==> src/include/asc_pkg.sv <==
// package: constants for the async sram host controller
package asc_pkg;
    localparam int ADDR_W = 18;              // 256K words
    localparam int DATA_W = 16;              // word width
    localparam int CLK_PS = 5000;            // ref clock period in ps
    // timing figures in ns, as the memory needs them (55 ns grade)
    localparam int T_RC_NS = 55;             // read cycle / address access
    localparam int T_DOE_NS = 25;            // output enable access
    localparam int T_PWE_NS = 40;            // write strobe pulse width
    localparam int T_SD_NS = 25;             // data setup to write end
    localparam int T_HZWE_NS = 20;           // outputs float after write strobe low
    localparam int T_LZWE_NS = 5;            // outputs quiet after write strobe high
    localparam int T_WC_NS = 55;             // write cycle time
    // least times round up to whole cycles
    localparam int RD_CYC = (T_RC_NS * 1000 + CLK_PS - 1) / CLK_PS;
    localparam int WE_CYC = (T_PWE_NS * 1000 + CLK_PS - 1) / CLK_PS;
    localparam int SD_CYC = (T_SD_NS * 1000 + CLK_PS - 1) / CLK_PS;
    localparam int HZ_CYC = (T_HZWE_NS * 1000 + CLK_PS - 1) / CLK_PS;
    localparam int LZ_CYC = (T_LZWE_NS * 1000 + CLK_PS - 1) / CLK_PS;
    localparam int WC_CYC = (T_WC_NS * 1000 + CLK_PS - 1) / CLK_PS;
    localparam int CNT_W = 5;                // wide enough for all counts
    typedef enum logic [2:0] {
        ASC_IDLE,
        ASC_READ,
        ASC_WR_FLOAT,
        ASC_WR_STROBE,
        ASC_WR_RECOVER
    } asc_state_e;
endpackage

==> src/hdl/asc_ctrl.sv <==
// host controller driving an asynchronous 256Kx16 static memory by its pins
// How it works
// RQ1 - eighteen-bit word address, sixteen-bit data
// RQ2 - no refresh; memory needs no clock
// RQ3 - idle keeps chip deselected, bytes disabled one cycle after select rises
// RQ4 - byte enables gate each data lane
// RQ5 - read: write high, select low, output low
// RQ6 - held read follows address without strobing
// RQ7 - address stable before select falls; here address and select change on the same edge
// RQ8 - write when select, write, byte overlap
// RQ9 - write ends by raising write strobe
// RQ10 - data held stable across terminating edge
// RQ11 - wait float time before driving bus
// RQ12 - select with outputs off never writes
// RQ13 - output enable held high during writes
`timescale 1ns/10ps
module asc_ctrl (
    input wire logic ref_clk_in,
    input wire logic nrst_in,
    input wire logic req_valid_in,                 // request strobe
    input wire logic req_write_in,                 // 1 write, 0 read
    input wire logic req_follow_in,                // read stays open for follow-on addresses
    input wire logic [17:0] req_addr_in,
    input wire logic [15:0] req_wdata_in,
    input wire logic [1:0] req_byte_in,            // bit0 lower lane, bit1 upper lane
    output logic req_ready_out,
    output logic rsp_valid_out,
    output logic [15:0] rsp_rdata_out,
    output logic [17:0] word_address_out,
    output logic chip_select_n_out,
    output logic output_enable_n_out,
    output logic write_enable_n_out,
    output logic lower_byte_enable_n_out,
    output logic upper_byte_enable_n_out,
    input wire logic [15:0] data_lines_in,
    output logic [15:0] data_lines_out,
    output logic [1:0] data_lines_oe_out           // per lane, high while we drive
);
    ////////////////////////////////////////////////////////////////////
    asc_pkg::asc_state_e state_reg;                // sequencer state
    logic [asc_pkg::CNT_W-1:0] cnt_reg;            // cycles in current state; float and strobe phases share one count
    logic write_reg;                               // current op is a write
    logic follow_reg;                              // open read mode
    logic [1:0] lanes_reg;                         // enabled lanes, active high
    logic [15:0] wdata_reg;                        // held write data
    logic take;                                    // request accepted now

    // accept only between operations, or re-address an open read
    assign req_ready_out = (state_reg == asc_pkg::ASC_IDLE) ||
                           (state_reg == asc_pkg::ASC_READ && follow_reg && !req_write_in &&
                            cnt_reg >= asc_pkg::CNT_W'(asc_pkg::RD_CYC));
    assign take = req_valid_in && req_ready_out;

    ////////////////////////////////////////////////////////////////////
    // sequencer
    always_ff @(posedge ref_clk_in) begin
        if (!nrst_in) begin
            state_reg <= asc_pkg::ASC_IDLE;
            cnt_reg <= '0;
        end else begin
            unique case (state_reg)
                asc_pkg::ASC_IDLE: begin
                    cnt_reg <= '0;
                    if (take) begin
                        // writes first let the memory float its outputs
                        state_reg <= req_write_in ? asc_pkg::ASC_WR_FLOAT
                                                  : asc_pkg::ASC_READ;
                    end
                end
                asc_pkg::ASC_READ: begin
                    if (take) begin
                        cnt_reg <= '0;                                    // RQ6
                    end else if (cnt_reg >= asc_pkg::CNT_W'(asc_pkg::RD_CYC)) begin
                        if (!follow_reg || !req_valid_in || req_write_in) begin
                            state_reg <= asc_pkg::ASC_IDLE;
                        end
                    end else begin
                        cnt_reg <= cnt_reg + 1'b1;
                    end
                end
                asc_pkg::ASC_WR_FLOAT: begin
                    // strobe already low; bus stays ours only after float time
                    if (cnt_reg >= asc_pkg::CNT_W'(asc_pkg::HZ_CYC - 1)) begin
                        state_reg <= asc_pkg::ASC_WR_STROBE;
                    end
                    cnt_reg <= cnt_reg + 1'b1;
                end
                asc_pkg::ASC_WR_STROBE: begin
                    // strobe held for write cycle time WC_CYC counted from strobe low, which covers pulse width and data setup
                    if (cnt_reg >= asc_pkg::CNT_W'(asc_pkg::WC_CYC - 1)) begin
                        state_reg <= asc_pkg::ASC_WR_RECOVER;
                        cnt_reg <= '0;
                    end else begin
                        cnt_reg <= cnt_reg + 1'b1;
                    end
                end
                asc_pkg::ASC_WR_RECOVER: begin
                    // strobe high, data still driven for hold, then settle
                    if (cnt_reg >= asc_pkg::CNT_W'(asc_pkg::LZ_CYC)) begin
                        state_reg <= asc_pkg::ASC_IDLE;
                    end
                    cnt_reg <= cnt_reg + 1'b1;
                end
            endcase
        end
    end

    ////////////////////////////////////////////////////////////////////
    // request capture; address held for the whole access
    always_ff @(posedge ref_clk_in) begin
        if (!nrst_in) begin
            write_reg <= 1'b0;
            follow_reg <= 1'b0;
            lanes_reg <= 2'h0;
            wdata_reg <= 16'h0000;
        end else if (take) begin
            write_reg <= req_write_in;
            follow_reg <= req_follow_in && !req_write_in;
            // no lane chosen would be standby; treat as full word
            lanes_reg <= (req_byte_in == 2'h0) ? 2'h3 : req_byte_in;     // RQ4
            wdata_reg <= req_wdata_in;
        end
    end

    // address has no reset: a reset that cuts a write must not move the
    // address under the closing strobe, or the torn write lands on word zero
    always_ff @(posedge ref_clk_in) begin
        if (nrst_in && take) begin
            word_address_out <= req_addr_in;                             // RQ1 RQ7
        end
    end

    ////////////////////////////////////////////////////////////////////
    // pin strobes, registered so no glitches reach the memory
    always_ff @(posedge ref_clk_in) begin
        if (!nrst_in) begin
            chip_select_n_out <= 1'b1;                                   // RQ3
            output_enable_n_out <= 1'b1;
            write_enable_n_out <= 1'b1;
            lower_byte_enable_n_out <= 1'b1;
            upper_byte_enable_n_out <= 1'b1;
            data_lines_oe_out <= 2'h0;
            data_lines_out <= 16'h0000;
        end else begin
            // select falls on the same edge that sets the address
            chip_select_n_out <= !(state_reg != asc_pkg::ASC_IDLE ||
                                   (take && state_reg == asc_pkg::ASC_IDLE)) ||
                                 (state_reg == asc_pkg::ASC_IDLE && !take) ||
                                 (state_reg == asc_pkg::ASC_WR_RECOVER &&
                                  cnt_reg >= asc_pkg::CNT_W'(asc_pkg::LZ_CYC)) ||
                                 (state_reg == asc_pkg::ASC_READ && !take &&
                                  cnt_reg >= asc_pkg::CNT_W'(asc_pkg::RD_CYC) &&
                                  (!follow_reg || !req_valid_in || req_write_in));  // RQ3 RQ7
            // output enable only for reads, never during writes
            output_enable_n_out <= !(take ? !req_write_in
                                          : (state_reg == asc_pkg::ASC_READ &&
                                             !(cnt_reg >= asc_pkg::CNT_W'(asc_pkg::RD_CYC) &&
                                               (!follow_reg || !req_valid_in ||
                                                req_write_in))));           // RQ5 RQ13 RQ12
            // write strobe low across float and strobe phases
            write_enable_n_out <= !((take && req_write_in) ||
                                    state_reg == asc_pkg::ASC_WR_FLOAT ||
                                    (state_reg == asc_pkg::ASC_WR_STROBE &&
                                     cnt_reg < asc_pkg::CNT_W'(asc_pkg::WC_CYC - 1)));  // RQ8 RQ9
            if (take) begin
                lower_byte_enable_n_out <= !(req_byte_in[0] || req_byte_in == 2'h0);
                upper_byte_enable_n_out <= !(req_byte_in[1] || req_byte_in == 2'h0);
            end else if (chip_select_n_out) begin
                lower_byte_enable_n_out <= 1'b1;
                upper_byte_enable_n_out <= 1'b1;
            end
            // drive bus only after memory floated, release after hold
            if (state_reg == asc_pkg::ASC_WR_FLOAT &&
                cnt_reg >= asc_pkg::CNT_W'(asc_pkg::HZ_CYC - 1)) begin
                data_lines_oe_out <= lanes_reg;                          // RQ11 RQ4
                data_lines_out <= wdata_reg;                             // RQ10
            end else if (state_reg == asc_pkg::ASC_WR_RECOVER) begin
                data_lines_oe_out <= 2'h0;
            end
        end
    end

    ////////////////////////////////////////////////////////////////////
    // read data capture after access time; lanes not read show zero
    always_ff @(posedge ref_clk_in) begin
        if (!nrst_in) begin
            rsp_valid_out <= 1'b0;
            rsp_rdata_out <= 16'h0000;
        end else begin
            rsp_valid_out <= 1'b0;
            if (state_reg == asc_pkg::ASC_READ && !take &&
                cnt_reg == asc_pkg::CNT_W'(asc_pkg::RD_CYC - 1)) begin
                rsp_valid_out <= 1'b1;
                rsp_rdata_out <= data_lines_in &
                                 {{8{lanes_reg[1]}}, {8{lanes_reg[0]}}};  // RQ5 RQ6
            end
        end
    end
endmodule

==> config.mk <==
export PLATFORM = sky130hd
export DESIGN_NAME = asc_ctrl
export DESIGN_NICKNAME = d
export VERILOG_FILES = /design/src/include/asc_pkg.sv /design/src/hdl/asc_ctrl.sv
export SDC_FILE = /design/constraint.sdc
export NUM_CORES = 1
export LEC_CHECK = 0
export BUFFER_PORTS_ARGS = -buffer_cell sky130_fd_sc_hd__buf_2
export CORE_UTILIZATION = 44
export DETAILED_ROUTE_END_ITERATION = 10
export GPL_ROUTABILITY_DRIVEN = 0
export PLACE_DENSITY = 0.77
export SETUP_SLACK_MARGIN = 0.02
export SYNTH_ARGS = -nofsm -noshare
export SYNTH_HDL_FRONTEND = slang
export SYNTH_SLANG_ARGS = --single-unit
==> constraint.sdc <==
create_clock -name ref_clk_in -period 2.9 [get_ports ref_clk_in]
set_clock_uncertainty 0.1 [all_clocks]
set_input_delay 0.435 -clock ref_clk_in [delete_from_list [all_inputs] [get_ports ref_clk_in]]
set_output_delay 0.435 -clock ref_clk_in [all_outputs]
set_load 0.02 [all_outputs]
# == Yosys cells after proc, flatten, opt, wreduce, memory -nomap -nowiden ==
# Cells that the tools add are included.
# word_totals
ff_bits,85
wordCells,102
inputBits,57
# op_classes
bitwise,1
add_sub_neg,1
eq_ne,13
mux,21
order_cmp,5
reduce_logical,46
# ops
cell,count
3-bit two-way mux,7
5-bit one-hot mux with 4 select lines,1
1-bit logical AND,18
16-bit bitwise AND,1
5-bit two-way mux,3
3-bit one-hot mux with 5 select lines,1
2-bit inequality test (second input constant),6
1-bit logical OR,11
5-bit by 4-bit >= comparator with 1-bit output (second input constant),2
1-bit logical NOT,10
2-bit two-way mux,4
7-bit AND reduction,1
3-bit by 2-bit equality test with 1-bit output (second input constant),2
5-bit by 1-bit adder with 5-bit output (second input constant),1
5-bit by 4-bit equality test with 1-bit output (second input constant),1
5-bit by 1-bit >= comparator with 1-bit output (second input constant),1
5-bit by 2-bit >= comparator with 1-bit output (second input constant),1
5-bit by 4-bit less-than comparator with 1-bit output (second input constant),1
1-bit two-way mux,5
2-bit nonzero test,2
3-bit by 1-bit equality test with 1-bit output (second input constant),1
3-bit equality test (second input constant),1
3-bit logical NOT,1
3-bit inequality test (second input constant),1
other kinds (4),4

# == Logic depth before layout (Yosys ltp) ==
# depth
depth_word,12
ltp_mapped,7

# == Worst setup path after synthesis ==
# No wires, ideal clock.
# synth_path
path_kind,register -> register
from,register cnt_reg[0] (netlist name)
to,register word_address_out[0] (enable)
path_buffers,1
t_required_ns,2.408
path_slack_ns,0.115
stages_incl_launch_ff,7
arrival_time_ns,2.292
cell_sequence,dfxtp_1 ha_1 a211oi_4 o211ai_1 nand3_1 buf_4 nor2_1
# synth_via
elab_chain_cells,5
# synth_lines
element,line,text
start: declaration,asc_ctrl.sv:41,logic [asc_pkg::CNT_W-1:0] cnt_reg;
start signal: assignment,asc_ctrl.sv:78,cnt_reg <= cnt_reg + 1'b1;
start signal: assignment,asc_ctrl.sv:86,cnt_reg <= cnt_reg + 1'b1;
start signal: assignment,asc_ctrl.sv:94,cnt_reg <= cnt_reg + 1'b1;
5-bit by 4-bit >= comparator with 1-bit output,asc_ctrl.sv:51,cnt_reg >= asc_pkg::CNT_W'(asc_pkg::RD_CYC));
1-bit logical AND,asc_ctrl.sv:50,(state_reg == asc_pkg::ASC_READ && follow_reg && !req_write_in &&
1-bit logical OR,asc_ctrl.sv:49,assign req_ready_out = (state_reg == asc_pkg::ASC_IDLE) ||
1-bit logical AND,asc_ctrl.sv:52,assign take = req_valid_in && req_ready_out;
1-bit logical AND,asc_ctrl.sv:128,if (nrst_in && take) begin
end signal: assignment,asc_ctrl.sv:129,word_address_out <= req_addr_in;
end: declaration,asc_ctrl.sv:29,"output logic [17:0] word_address_out,"
# No other way between the ends.
# A chain may end at the register's enable or synchronous reset.

# == Final worst setup path ==
# layout_path
from,register cnt_reg[0] (netlist name)
to,output port req_ready_out
# layout_via
elab_chain_cells,3
# layout_lines
element,line,text
5-bit by 4-bit >= comparator with 1-bit output,asc_ctrl.sv:51,
1-bit logical AND,asc_ctrl.sv:50,
1-bit logical OR,asc_ctrl.sv:49,
end: declaration,asc_ctrl.sv:26,"output logic req_ready_out,"
# No other way between the ends.

==> metrics.cfg <==
[clock_tree]
cts.root.buffer_cell=clkbuf_8
cts_resized=0
clock_latency_ns=0.34
clock_path_buffers=2
postCtsSetupRepairBufs=0
ctsHtreeMaxLevel=3
cts_tree=built
clock-sinks=85
tritoncts.num_buffers=9
path_clk_slew_ns=0.10
hold_buffers=0

[power_and_ir_drop]
p_comb_share_pct=11.2
irDropWorstVdd_mv=0.2789
pwr_density_cell_mw_per_mm2=566.4
clockPowerShare_pct=33.1
totalPowerFinal_mw=2.310
seqPwrFrac_pct=55.8
switching_power_uw=621.5
leakage_nw=1.791
switching_share_pct=26.90
internal_power_mw=1.689

[worst_setup_path]
cp_top_family=compound AO/OA/AOI/OAI gates
rr_startpoint=cnt_reg[0]
cp.arrival_ns=2.00
crit_path_top_delay_cell=dfxtp_1
critical_path_class=reg2out
startpoint=cnt_reg[0]
cp-start-kind=flip-flop
critPathBufInv=1
max_stage_delay_ns=0.41
path_max_fanout=8
worstPathRequired_ns=2.37
crit_path_cell_trace=ha_1 > a211oi_4 > o211ai_1 > and2_1 > buf_2
critPathCaptureType=output pin

[cells_and_area]
diodes=0
top_register=word_address_out
final_cell_mix=buf_2 (115), dfxtp_1 (67), nor2_1 (40)
drive_gt1_share_pct=35.28
design_area_mm2=0.004079
regArea_mm2=0.001882
nets=466
syn_to_final_growth_pct=26.01
final_common_cell=buf_2
multi_input_area_mm2=0.001241
fillCellCount=628
fin_util_pct=58.74
layout.cells.non_filler=507
largest_register_ffs=18

[logic_synthesis]
ys_types=41
synth.largest_area_cell=dfxtp_1
synth_xor_area_share_pct=0
synth_top_family_by_area=simple AND/OR/NAND/NOR gates
seq_area_frac_synth_pct=58.14
synth_simple_gate_area_share_pct=13.61
yosysWarningCount=0
syn_area_per_cell_um2=11.12
synth_compound_area_share_pct=13.22
synth_fa_ha_area_share_pct=1.160
synthCells=291
syn_area_mm2=0.003237
synth_top_area_share_pct=41.44
synth_mux_area_share_pct=10.20
ys_ff_latch=85
syn-num-nets=351
netlist_top_cells_area=dfxtp_1 (41%), edfxtp_1 (17%), mux2i_1 (10%)

[sta]
max_freq_mhz=395.2
layout_min_cycle_time_ns=2.530
relSlewSlack_pct=56.36
period_share_pct=87.25
finalHoldViolations=0
hold_slack_ns=0.1544
grt_setup_unrepaired=no
setup_violations=0
drv_slew=0
fin_setup_tns_ns=0
setup_slack_ns=0.3697
worstMarginPinSlew_ns=0.6546

[global_route]
grt_max_degree=42
grt_pass1_vias=2430
grt_usage_pct=18.72
grt_pass1_wl_um=11170
grt-ovfl-total=0
antenna_found_initial=0

[die]
core_mm2=0.006944
io_pins=116
rows=30
initial_utilization_pct=46.61
die_h_um=87.77
die-area_mm2=0.007704
fp.dieW_um=87.77

[placed_design]
placed_area_mm2=0.003897
pre_cts_slack_ns=0.6238
dpl.cell_count=491
portBuffers=115
dpl.hpwl_um=5277

[job]
cap_violations=0

[detailed_routing]
ant_nets=0
drc=0
routed_via_density=5.016
vias=2543
first_pass_iters=4
wire_per_inst_um=14.13
drt_iter0_drc=110
drt-total-wl_um=7163

[worst_hold_path]
min_from=req_addr_in[9]
hold_path.class=in2reg

[status]
outcome=finished, final reports clean

final timing paths:
kind	endpoint	slack, ns	cells after the start
worst min-delay path	word_address_out[9]	0.15	1
worst max-delay path	req_ready_out	0.37	5
worst max register to register	lanes_reg[1]	0.60	7
worst min register to register	rsp_rdata_out[2]	0.38	1
power groups by stage:
| stage | Combinational [mW] | Sequential (mW) | Clock (mW) |
|---|---|---|---|
| final | 0.259 | 1.29 | 0.764 |
| after global placement | 0.251 | 1.31 | 0 |
| after global routing | 0.284 | 1.29 | 0.841 |
| after detailed placement | 0.258 | 1.32 | 0 |
| after CTS | 0.259 | 1.29 | 0.791 |
| after floorplan | 0.144 | 1.33 | 0 |
cell usage after synthesis:
library cell,count
o211ai_1,2
nand4_1,2
nor4_1,2
clkinv_1,1
and4_1,3
nand3_1,6
nor3b_1,4
a22o_1,16
nor2_1,40
mux2i_1,33
and3b_1,1
a21oi_4,1
nand2_1,12
a211oi_4,1
edfxtp_1,18
a21oi_2,1
buf_2,8
o21ai_2,1
ha_1,3
a211oi_1,2
o21a_1,2
dfxtp_1,67
clkbuf_1,6
a2111oi_4,1
and2_1,4
o22ai_1,4
and3_1,1
a211oi_2,1
nand2b_1,1
or3_1,2
o21ai_0,7
a32o_1,1
a41oi_1,1
nor2b_1,1
buf_4,3
o21ai_1,1
a21oi_1,13
inv_1,8
nand3b_1,5
or3b_4,1
nor3_1,4
kinds of logic after synthesis:
kind of cell,after synthesis
flip-flops,85
AO/OA/AOI/OAI,55
multiplexers,33
buffers and inverters,26
adder cells (fa/ha/maj),3
AND/OR/NAND/NOR,89
per-layer routing:
layer  GRT usage, %  part of all wire, %
met1          22.93                   44
met2          30.44                   48
met3          6.126                  6.7
met4          7.601                 0.92
met5              0                    0
area by class of cell:
cell class              count  share of cell area, %
clock inverters             7                  1.411
clock buffers               9                  3.037
repair buffers            121                  15.21
multi-input cells         180                  30.43
inverters                   9                 0.8282
well taps                  96                  2.945
flip-flops and latches     85                  46.13
No activity file was read; power rests on OpenSTA's default activity.
